File: config.mk
export PLATFORM = sky130hd
export DESIGN_NAME = ssu_top
export DESIGN_NICKNAME = d
export VERILOG_FILES = /design/src/ssu_sel_decode.v /design/src/ssu_eff_addr.v /design/src/ssu_top.v
export VERILOG_INCLUDE_DIRS = /design/src
export SDC_FILE = /design/constraint.sdc
export NUM_CORES = 2
export LEC_CHECK = 0
export ABC_AREA = 1
export BUFFER_PORTS_ARGS = -buffer_cell sky130_fd_sc_hd__buf_2
export CAP_MARGIN = 15
export CORE_UTILIZATION = 61
export CTS_BUF_LIST = sky130_fd_sc_hd__clkbuf_2 sky130_fd_sc_hd__clkbuf_4 sky130_fd_sc_hd__clkbuf_8
export CTS_CLUSTER_SIZE = 25
export DETAILED_ROUTE_END_ITERATION = 8
export GPL_TIMING_DRIVEN = 0
export PLACE_DENSITY = 0.82
export SYNTH_ARGS = -nofsm -noshare
export SYNTH_HDL_FRONTEND = slang
export SYNTH_HIERARCHICAL = 1
export SYNTH_SLANG_ARGS = --single-unit
File: constraint.sdc
create_clock -name clk -period 5.3 [get_ports clk]
set_clock_uncertainty 0.2 [all_clocks]
set_input_delay 0 -clock clk [delete_from_list [all_inputs] [get_ports clk]]
set_output_delay 0 -clock clk [all_outputs]
set_load 0.05 [all_outputs]
File: src/ssu_consts.vh
`ifndef SSU_CONSTS_VH
`define SSU_CONSTS_VH
// Contract
// - entry address is table base plus selector bits 15..3 times eight
// - long mode still scales index by eight; software aligns 16-byte entries
// - selector bit 2 clear picks global table base, set picks local table base
// - selector bits 1..0 carry requester privilege for later checks
// - index 0 with bit 2 clear is null; use outside 64-bit mode faults
// - null loads fault for code, and for stack outside 64-bit or at privilege 3
// - six 16-bit segment registers, codes 0 extra to 5 second auxiliary
// - every selector load fetches its entry into the hidden portion; here a null selector is stored with no fetch, hidden part kept
// - hidden portion unreachable by software except the two auxiliary bases
// - fetches use code segment; code load sets current privilege from entry
// - data uses default data; string targets use extra; stack uses stack
// - 64-bit code segment keeps long, size, privilege; base 0, canonical check
// - 64-bit extra, data, stack: base 0, no limits, canonical check only
// - mode changes never alter visible or hidden segment contents
// - 64-bit auxiliary override adds full 64-bit base, wrapping allowed
// - 64-bit auxiliary override checks canonical form only
// - ordinary auxiliary loads write 32-bit base and clear upper bits
// - auxiliary bases are model registers c0000100 and c0000101, privilege 0
// - non-canonical model register write to an auxiliary base faults
// - compatibility mode ignores upper 32 auxiliary base bits
// - outside 64-bit mode the upper table base bytes are ignored

// segment register codes
`define SSU_SEG_EXTRA 3'h0
`define SSU_SEG_CODE 3'h1
`define SSU_SEG_STACK 3'h2
`define SSU_SEG_DATA 3'h3
`define SSU_SEG_AUX1 3'h4
`define SSU_SEG_AUX2 3'h5
`define SSU_SEG_LTP 3'h6
`define SSU_SEG_LAST 3'h6
// selector fields
`define SSU_IDX_HI 15
`define SSU_IDX_LO 3
`define SSU_TSEL_BIT 2
`define SSU_RPL_HI 1
`define SSU_RPL_LO 0
// hidden attribute fields
`define SSU_ATTR_DPL_HI 6
`define SSU_ATTR_DPL_LO 5
`define SSU_ATTR_LONG 13
`define SSU_ATTR_DSIZE 14
// canonical form: bits 63..47 all equal
`define SSU_VA_MSB 47
// model register addresses
`define SSU_MSR_AUX1 32'hc000_0100
`define SSU_MSR_AUX2 32'hc000_0101
// access kinds
`define SSU_KIND_FETCH 2'h0
`define SSU_KIND_DATA 2'h1
`define SSU_KIND_STR 2'h2
`define SSU_KIND_STACK 2'h3
// fault codes
`define SSU_FLT_NONE 3'h0
`define SSU_FLT_NULL_LOAD 3'h1
`define SSU_FLT_NULL_REF 3'h2
`define SSU_FLT_LIMIT 3'h3
`define SSU_FLT_CANON 3'h4
`define SSU_FLT_MSR_PRIV 3'h5
`define SSU_FLT_MSR_CANON 3'h6
// reset values and user privilege
`define SSU_RST_SEL 16'h0000
`define SSU_RST_CPL 2'h0
`define SSU_PRIV_USER 2'h3
`endif

File: src/ssu_sel_decode.v
`timescale 1ns/10ps
`include "ssu_consts.vh"
module ssu_sel_decode (
  // selector and mode
  input wire [15:0] sel,
  input wire in64,
  // table bases
  input wire [63:0] glob_base,
  input wire [63:0] loc_base,
  // decoded results
  output wire [63:0] entry_addr,
  output wire [1:0] requester_priv_level
);
  wire [63:0] tbl_base;
  wire [63:0] tbl_eff;
  // table pick by select bit
  assign tbl_base = sel[`SSU_TSEL_BIT] ? loc_base : glob_base;
  // upper base half dropped outside 64-bit mode
  assign tbl_eff = in64 ? tbl_base : {32'h0000_0000, tbl_base[31:0]};
  // index scaled by eight in every mode
  assign entry_addr = tbl_eff + {48'h0000_0000_0000, sel[`SSU_IDX_HI:`SSU_IDX_LO], 3'h0};
  assign requester_priv_level = sel[`SSU_RPL_HI:`SSU_RPL_LO];
endmodule // ssu_sel_decode

File: src/ssu_eff_addr.v
`timescale 1ns/10ps
`include "ssu_consts.vh"
module ssu_eff_addr (
  // segment state
  input wire in64,
  input wire [2:0] seg,
  input wire [31:0] base_lo,
  input wire [31:0] base_hi,
  input wire [31:0] limit,
  input wire is_null,
  // offset from the pipeline
  input wire [63:0] offset,
  // results
  output reg [63:0] lin,
  output reg flt,
  output reg [2:0] code
);
  wire aux;
  assign aux = (seg == `SSU_SEG_AUX1) | (seg == `SSU_SEG_AUX2);
  // address and checks per mode
  always @* begin
    lin = 64'h0000_0000_0000_0000;
    flt = 1'b0;
    code = `SSU_FLT_NONE;
    if (in64) begin
      // only auxiliary bases count, 64-bit wrap allowed
      if (aux)
        lin = {base_hi, base_lo} + offset;
      else
        lin = offset;
      if (!((&lin[63:`SSU_VA_MSB]) | ~(|lin[63:`SSU_VA_MSB]))) begin
        flt = 1'b1;
        code = `SSU_FLT_CANON;
      end
    end else begin
      // upper base half ignored in legacy and compatibility
      lin = {32'h0000_0000, base_lo + offset[31:0]};
      if (is_null) begin
        flt = 1'b1;
        code = `SSU_FLT_NULL_REF;
      end else if (offset[31:0] > limit) begin
        flt = 1'b1;
        code = `SSU_FLT_LIMIT;
      end
    end
  end
endmodule // ssu_eff_addr

File: src/ssu_top.v
`timescale 1ns/10ps
`include "ssu_consts.vh"
module ssu_top (
  // clock, reset, enable
  input wire clk,
  input wire sys_rst,
  input wire clk_en,
  // operating mode
  input wire long_act,
  // segment load request
  input wire ld_valid,
  input wire [2:0] ld_seg,
  input wire [15:0] ld_sel,
  output reg ld_busy,
  output reg ld_done,
  output reg [1:0] ld_rpl,
  // global table base
  input wire [63:0] glob_base,
  // descriptor fetch
  output reg dsc_req,
  output reg [63:0] dsc_addr,
  input wire dsc_ack,
  input wire [63:0] dsc_base,
  input wire [31:0] dsc_limit,
  input wire [15:0] dsc_attr,
  // memory access
  input wire acc_valid,
  input wire [1:0] acc_kind,
  input wire acc_ovr_en,
  input wire [2:0] acc_ovr_seg,
  input wire [63:0] acc_offset,
  output reg acc_done,
  output reg [63:0] acc_lin,
  output reg [1:0] acc_rpl,
  // model register port
  input wire msr_wr,
  input wire msr_rd,
  input wire [31:0] msr_addr,
  input wire [63:0] msr_wdata,
  output reg msr_done,
  output reg [63:0] msr_rdata,
  // status
  output reg [1:0] cur_cpl,
  output reg mode_64,
  output reg cs_long,
  output reg cs_dsize,
  // fault report
  output reg fault,
  output reg [2:0] fault_code
);
  // load sequencer states
  localparam ST_IDLE = 2'b01;
  localparam ST_FETCH = 2'b10;

  // visible and hidden parts, slot 6 is the local table pointer
  reg [15:0] sel_r [0:6];
  reg [31:0] blo [0:6];
  reg [31:0] bhi [0:6];
  reg [31:0] lim [0:6];
  reg [15:0] atr [0:6];

  reg [1:0] st;
  reg [2:0] ld_seg_q;
  reg [15:0] ld_sel_q;
  integer i;

  // null selector test, used for loads and accesses
  function is_null_sel;
    input [15:0] s;
    begin
      is_null_sel = ~(|s[`SSU_IDX_HI:`SSU_TSEL_BIT]);
    end
  endfunction

  // segment chosen for an access
  function [2:0] route_seg;
    input [1:0] kind;
    input ovr_en;
    input [2:0] ovr;
    begin
      case (kind)
        `SSU_KIND_FETCH: route_seg = `SSU_SEG_CODE;
        `SSU_KIND_STR: route_seg = `SSU_SEG_EXTRA;
        `SSU_KIND_STACK: route_seg = `SSU_SEG_STACK;
        default: begin
          if (ovr_en && ovr <= `SSU_SEG_AUX2)
            route_seg = ovr;
          else
            route_seg = `SSU_SEG_DATA;
        end
      endcase
    end
  endfunction

  // 64-bit mode needs long mode active and the code segment long bit
  wire in64;
  wire [15:0] cs_attr;
  assign cs_attr = atr[`SSU_SEG_CODE];
  assign in64 = long_act & cs_attr[`SSU_ATTR_LONG];

  // selector decode for loads
  wire [63:0] ld_entry;
  wire [1:0] ld_rpl_w;
  wire [63:0] loc_base;
  assign loc_base = {bhi[`SSU_SEG_LTP], blo[`SSU_SEG_LTP]};
  ssu_sel_decode u_dec (
    .sel(ld_sel),
    .in64(in64),
    .glob_base(glob_base),
    .loc_base(loc_base),
    .entry_addr(ld_entry),
    .requester_priv_level(ld_rpl_w)
  );

  // load admission
  wire ld_null;
  wire ld_bad;
  wire ld_take;
  assign ld_null = is_null_sel(ld_sel);
  assign ld_bad = (ld_seg > `SSU_SEG_LAST) |
    (ld_null & (ld_seg == `SSU_SEG_CODE)) |
    (ld_null & (ld_seg == `SSU_SEG_STACK) &
      (~in64 | (cur_cpl == `SSU_PRIV_USER)));
  assign ld_take = ld_valid & st[0];

  // access path
  wire [2:0] acc_seg;
  wire [63:0] acc_lin_w;
  wire acc_flt;
  wire [2:0] acc_code;
  assign acc_seg = route_seg(acc_kind, acc_ovr_en, acc_ovr_seg);
  ssu_eff_addr u_ea (
    .in64(in64),
    .seg(acc_seg),
    .base_lo(blo[acc_seg]),
    .base_hi(bhi[acc_seg]),
    .limit(lim[acc_seg]),
    .is_null(is_null_sel(sel_r[acc_seg])),
    .offset(acc_offset),
    .lin(acc_lin_w),
    .flt(acc_flt),
    .code(acc_code)
  );

  // model register decode and checks
  wire msr_hit1;
  wire msr_hit2;
  wire msr_any;
  wire msr_priv_bad;
  wire msr_canon_bad;
  wire msr_ok;
  assign msr_hit1 = (msr_addr == `SSU_MSR_AUX1);
  assign msr_hit2 = (msr_addr == `SSU_MSR_AUX2);
  assign msr_any = (msr_wr | msr_rd) & (msr_hit1 | msr_hit2);
  assign msr_priv_bad = msr_any & (cur_cpl != `SSU_RST_CPL);
  assign msr_canon_bad = msr_wr & (msr_hit1 | msr_hit2) & ~msr_priv_bad &
    ~((&msr_wdata[63:`SSU_VA_MSB]) | ~(|msr_wdata[63:`SSU_VA_MSB]));
  assign msr_ok = msr_wr & (msr_hit1 | msr_hit2) & ~msr_priv_bad & ~msr_canon_bad;

  // fault merge, load first then model register then access
  reg next_fault;
  reg [2:0] next_code;
  always @* begin
    next_fault = 1'b0;
    next_code = `SSU_FLT_NONE;
    if (ld_take && ld_bad) begin
      next_fault = 1'b1;
      next_code = `SSU_FLT_NULL_LOAD;
    end else if (msr_priv_bad) begin
      next_fault = 1'b1;
      next_code = `SSU_FLT_MSR_PRIV;
    end else if (msr_canon_bad) begin
      next_fault = 1'b1;
      next_code = `SSU_FLT_MSR_CANON;
    end else if (acc_valid && acc_flt) begin
      next_fault = 1'b1;
      next_code = acc_code;
    end
  end

  // all state, frozen outside reset while the enable is low
  always @(posedge clk) begin
    if (sys_rst) begin
      st <= ST_IDLE;
      ld_seg_q <= `SSU_SEG_EXTRA;
      ld_sel_q <= `SSU_RST_SEL;
      ld_busy <= 1'b0;
      ld_done <= 1'b0;
      ld_rpl <= 2'h0;
      dsc_req <= 1'b0;
      dsc_addr <= 64'h0000_0000_0000_0000;
      acc_done <= 1'b0;
      acc_lin <= 64'h0000_0000_0000_0000;
      acc_rpl <= 2'h0;
      msr_done <= 1'b0;
      msr_rdata <= 64'h0000_0000_0000_0000;
      cur_cpl <= `SSU_RST_CPL;
      mode_64 <= 1'b0;
      cs_long <= 1'b0;
      cs_dsize <= 1'b0;
      fault <= 1'b0;
      fault_code <= `SSU_FLT_NONE;
      for (i = 0; i < 7; i = i + 1) begin
        sel_r[i] <= `SSU_RST_SEL;
        blo[i] <= 32'h0000_0000;
        bhi[i] <= 32'h0000_0000;
        lim[i] <= 32'h0000_0000;
        atr[i] <= 16'h0000;
      end
    end else if (clk_en) begin
      // one-cycle answers
      ld_done <= 1'b0;
      fault <= next_fault;
      fault_code <= next_code;
      // mode and code attributes, read only, no register change
      mode_64 <= in64;
      cs_long <= cs_attr[`SSU_ATTR_LONG];
      cs_dsize <= cs_attr[`SSU_ATTR_DSIZE];
      // access answer, address held back on fault
      acc_done <= acc_valid;
      if (acc_valid) begin
        acc_rpl <= sel_r[acc_seg][`SSU_RPL_HI:`SSU_RPL_LO];
        if (!acc_flt)
          acc_lin <= acc_lin_w;
      end
      // model register answer for any address, read data only from the auxiliary bases
      msr_done <= msr_wr | msr_rd;
      if (msr_rd) begin
        if (msr_hit1 && !msr_priv_bad)
          msr_rdata <= {bhi[`SSU_SEG_AUX1], blo[`SSU_SEG_AUX1]};
        else if (msr_hit2 && !msr_priv_bad)
          msr_rdata <= {bhi[`SSU_SEG_AUX2], blo[`SSU_SEG_AUX2]};
        else
          msr_rdata <= 64'h0000_0000_0000_0000;
      end
      // full 64-bit base written in one step
      if (msr_ok && msr_hit1) begin
        blo[`SSU_SEG_AUX1] <= msr_wdata[31:0];
        bhi[`SSU_SEG_AUX1] <= msr_wdata[63:32];
      end
      if (msr_ok && msr_hit2) begin
        blo[`SSU_SEG_AUX2] <= msr_wdata[31:0];
        bhi[`SSU_SEG_AUX2] <= msr_wdata[63:32];
      end
      // load sequencer
      case (st)
        ST_IDLE: begin
          if (ld_take && !ld_bad) begin
            ld_rpl <= ld_rpl_w;
            if (ld_null) begin
              // null selector kept, no entry fetched
              sel_r[ld_seg] <= ld_sel;
              ld_done <= 1'b1;
            end else begin
              ld_seg_q <= ld_seg;
              ld_sel_q <= ld_sel;
              dsc_req <= 1'b1;
              dsc_addr <= ld_entry;
              ld_busy <= 1'b1;
              st <= ST_FETCH;
            end
          end
        end
        ST_FETCH: begin
          if (dsc_ack) begin
            dsc_req <= 1'b0;
            ld_busy <= 1'b0;
            ld_done <= 1'b1;
            sel_r[ld_seg_q] <= ld_sel_q;
            blo[ld_seg_q] <= dsc_base[31:0];
            // upper base only for the local table pointer in 64-bit mode
            if (ld_seg_q == `SSU_SEG_LTP && in64)
              bhi[ld_seg_q] <= dsc_base[63:32];
            else
              bhi[ld_seg_q] <= 32'h0000_0000;
            lim[ld_seg_q] <= dsc_limit;
            atr[ld_seg_q] <= dsc_attr;
            if (ld_seg_q == `SSU_SEG_CODE)
              cur_cpl <= dsc_attr[`SSU_ATTR_DPL_HI:`SSU_ATTR_DPL_LO];
            st <= ST_IDLE;
          end
        end
        default: begin
          st <= ST_IDLE;
          dsc_req <= 1'b0;
          ld_busy <= 1'b0;
        end
      endcase
    end
  end
endmodule // ssu_top

==> impl_results.md, run 1 <==
- Largest net degree at the start of global routing: 35
- Grt total ovfl: 14
- Err: [ERROR GRT-0116] Global routing finished with congestion. Check the congestion regions in the DRC Viewer.
- Yosys top cell area share: 42.1%
- Flops & latches, synth: 995
- Simple-Gate Fraction of Synth Area: 26.4%
- Complex-gate fraction of the synthesized area: 10.2%
- Initial Util: 61.7%
- Row count: 108
- Die width: 299 um
- Average cell area after synthesis: 7.94 um2
- Status: stopped before the end
- Failed at: global routing (5_1_grt)
- Clock sink count: 995
- Largest cells by area after synthesis: edfxtp_1, nor2_1, dfxtp_1
- Hpwl dp: 156 mm
- Mapped Cells: 6752
- GPL Wtd Cong: 1.09
- Yosys cell types: 55
- Wire length of the first global-routing pass: 345 mm
- CTS Buf Count: 159
- Vias in the first global route: 57300
- Warnings, synthesis: 6
- Mapped Area: 0.0536 mm2
- Yosys top cell by area: edfxtp_1
- I/O pins: 580
- Post-Synth XOR/XNOR Area: 1.26%
- CTS max path bufs: 3
- Seq/Total Area, Yosys: 51.2%
- Port bufs: 566
- Placed Instance Area: 0.0587 mm2
- Mux cell area share after synthesis: 0.131%
- Adder-Cell Fraction of Synth Area: 2.64%
- Clock Tree Root: clkbuf_8
- Die height: 299 um
- Largest family of logic cells by synthesized area: simple AND/OR/NAND/NOR gates
- Total GRT Usage: 53.0%
- CTS HTree Levels: 4
-- through the flow --
| stage | setup slack (ns) | setup TNS [ns] | cells | util, % |
|---|---|---|---|---|
| after floorplan | 0.937 | 0 | 6879 | - |
| after global placement | -2.64 | -170.45 | 8600 | 67.2 |
| after detailed placement | -2.83 | -181.42 | 8613 | 67.6 |
| after CTS | 0.0191 | 0 | 9503 | 78.4 |
-- cell usage after synthesis (all sizes together) --
library cell  instances
inv                 780
nor2               1675
nand3               214
and3                  4
a31oi                81
a21oi               201
a211oi                1
o21bai                5
conb                  1
or2                  26
and2                  6
o21ai               637
nor3b                 2
nor3                 42
edfxtp              752
clkbuf              233
a21o                  2
clkinv                4
xor2                 45
nand2              1276
o22ai               102
a2bb2oi               1
nand3b               12
o2111ai               1
xnor2                32
or4                   7
dfxtp               243
o31ai                 3
ha                  110
nand4               109
fa                    2
mux2i                 7
o211ai                3
buf                 109
nor4                 24
-- repair_timing --
| action | 4_1_cts |
|---|---|
| endpoints found under the setup margin | 68 |
| setup buffers | 1 |
| hold buffers | 600 |
| gates resized for setup | 62 |
| hold endpoints to repair | 864 |
| pin swaps | 1 |
-- cell families after synthesis --
group           count (synthesis)
xor+xnor                       77
mux                             7
simple gates                 3397
buf+inv                      1126
compound gates               1037
fa+ha+maj                     112
other cells                     1
flops                         995
-- layer usage --
layer	track usage [%]	overflow
met5	5.13	0
met2	75.0	8
met1	62.2	2
met4	36.6	4
met3	26.8	0
==> run 2: changes to the inputs <==
Settings changed: CORE_UTILIZATION 61 to 40, CTS_BUF_LIST sky130_fd_sc_hd__clkbuf_2 sky130_fd_sc_hd__clkbuf_4 sky130_fd_sc_hd__clkbuf_8 to unset, CTS_CLUSTER_SIZE 25 to unset, PLACE_DENSITY 0.82 to unset, PLACE_DENSITY_LB_ADDON set to 0.15.
==> run 2 against run 1 <==
- the flow now finishes without violations
- synthesized cell count unchanged
- area after synthesis did not move
==> impl_results.md, run 2 <==
- Status: complete, no violations
- Place WS: -3.32 ns
- Average cell area after synthesis: 7.94 um2
- Area Overhead vs Synth: 28.9%
- Mapped Cells: 6752
- Number of iterations in the first detailed-routing pass: 7
- Most used DFF post-synth: edfxtp_1
- CTS tree: done
- Yosys top cell area share: 42.1%
- Post-synth EDFFs: 752
- Commonest non-fill, non-tap cell in the layout: nor2_1
- Final Cycle Share: 97.2%
- Post-synthesis async set-or-reset flop share: 0%
- Req. time, crit path: 5.76 ns
- Most frequent cells in the layout: nor2_1, nand2_1, edfxtp_1
- Max Cap Viol: 0
- Top flop regs: bhi (224), blo (224), lim (192)
- Grt total ovfl: 0
- Vias: 53000
- Hold WS: 0.0280 ns
- Post-synth top cells: nor2_1, nand2_1, edfxtp_1
- Max IR drop VDD: 0.000290 V
- Post-DRT Antenna Nets: 0
- Fmax: 0.194 GHz
- Design Power: 21.4 mW
- Max Slew Vio Count: 0
- Worst hold path type: in2reg
- Path type of the worst setup path: in2reg
- Initial Util: 40.2%
- Flops & latches, synth: 995
- CP max FO: 10
- Met3 Use GR: 7.57%
- Die width: 368 um
- Initial antenna violation count: 19
- CTS HTree Levels: 3
- WL final: 234 mm
- Normalized max-slew margin: 9.07%
- Warnings, synthesis: 6
- CP Data Arrival Time: 5.61 ns
- Multi-input logic area: 0.0227 mm2
- CTS Buf Count: 108
- GR Util met2: 50.1%
- PwrDens: 309 mW/mm2
- Row count: 134
- Final setup viols: 0
- Clk_lat worst skew: 0.78 ns
- Vias in the first global route: 49600
- Vias per cell: 5.32
- Crit start category: input port
- Port bufs: 566
- Yosys top cell by area: edfxtp_1
- RSZ-0062 raised after global routing: yes
- Fraction of layout cells with a size suffix above 1: 15.0%
- GPL Wtd Cong: 1.02
- Filler cells: 12900
- Yosys cell types: 55
- Slowest-stage cell, CP: o21ai_0
- Core Region: 0.133 mm2
- DRC Markers: 0
- CTS max path bufs: 3
- Wire length per cell: 23.5 um
- Mapped Area: 0.0536 mm2
- Pleak: 30.9 nW
- Largest cells by area after synthesis: edfxtp_1, nor2_1, dfxtp_1
- Count leader, synth: nor2_1
- Initial DRC Count: 6304
- Clock sink count: 995
- Wire length of the first global-routing pass: 331 mm
- Crit. End Element: flip-flop
- Worst path most repeated cell: nand2_1
- Final Hold Fails: 0
- Total GRT Usage: 33.4%
- Seq/Total Area, Yosys: 51.2%
- Hpwl dp: 179 mm
- Register area: 0.0274 mm2
- Reg clk slew, reported paths: 0.06 ns
- Worst Tran Pin Value: 1.36 ns
- Clock Tree Root: clkbuf_16
- Fin nets: 8575
- DIE AREA: 0.136 mm2
- Final setup margin: 0.147 ns
- I/O pins: 580
- Setup TNS: 0 ns
- Delay of the slowest critical-path stage: 0.48 ns
- Minimum clock period: 5.15 ns
- Die height: 368 um
- Largest net degree at the start of global routing: 33
- GRT Max-Usage Layer: met2
- GR Util met1: 46.8%
==> run 2: final timing paths <==
| check | startpoint | endpoint | slack (ns) | cells past startpoint |
|---|---|---|---|---|
| max | acc_ovr_en | acc_lin[57] | 0.15 | 33 |
| min | dsc_base[22] | blo[4][22] | 0.03 | 4 |
| max reg2reg | blo[5][18] | acc_lin[57] | 0.23 | 26 |
| min reg2reg | ld_sel_q[1] | ld_sel_q[1] | 0.26 | 2 |
==> run 2: layout make-up <==
class,count,share of cell area (%)
diodes,5,0.0181
plain buffers,341,2.37
clock buffers,137,4.27
clock inverters,67,1.20
inverters,784,4.27
multi-input cells,4758,32.9
flip-flops and latches,995,39.7
well taps,1768,3.20
repair buffers,1105,12.1
==> run 2: per-stage QoR <==
stage	utilization (%)	cell area (um2)	std cells
floorplan	-	54100	6879
global placement	44.4	59200	9213
detailed placement	44.7	59600	9232
CTS	51.6	68800	9951
global route	51.9	69200	9956
finish	51.9	69200	9960
==> run 2: logic make-up after synthesis <==
group           Yosys count  synth area share [%]
compound gates         1037                  10.2
xor+xnor                 77                  1.26
fa+ha+maj               112                  2.64
buf+inv                1126                  8.19
flops                   995                  51.2
mux                       7                 0.131
other cells               1               0.00699
simple gates           3397                  26.4
==> run 2: critical path: cells and delay by family <==
family / cells / cell delay [ns]
adder cells (fa/ha/maj): 1 / 0.45
AO/OA/AOI/OAI: 4 / 0.84
buffers and inverters: 7 / 1.39
AND/OR/NAND/NOR: 21 / 2.88
==> run 2: routing by layer <==
metal | share of wire, % | wire length [um]
met5 | 0.047 | 110
met1 | 42 | 99100
met3 | 11 | 25500
met2 | 43 | 99600
met4 | 4.1 | 9490
==> run 2: report_power, final <==
group	switching (mW)	internal, mW	total (mW)	leakage (nW)
Clock	3.39	4.74	8.13	1.84
Combinational	3.03	1.32	4.35	19.4
Sequential	0.180	8.74	8.92	9.62
Total	6.60	14.8	21.4	30.9
==> run 2: repair_timing <==
action | CTS | global route
hold buffers | 508 | 0
endpoints found under the hold margin | 724 | 0
gates cloned | 0 | 0
gates resized for setup | 115 | 148
endpoints found under the setup margin | 68 | 67
buffers inserted | 7 | 5
pin swaps | 7 | 7
No activity file was read; power rests on OpenSTA's default activity.
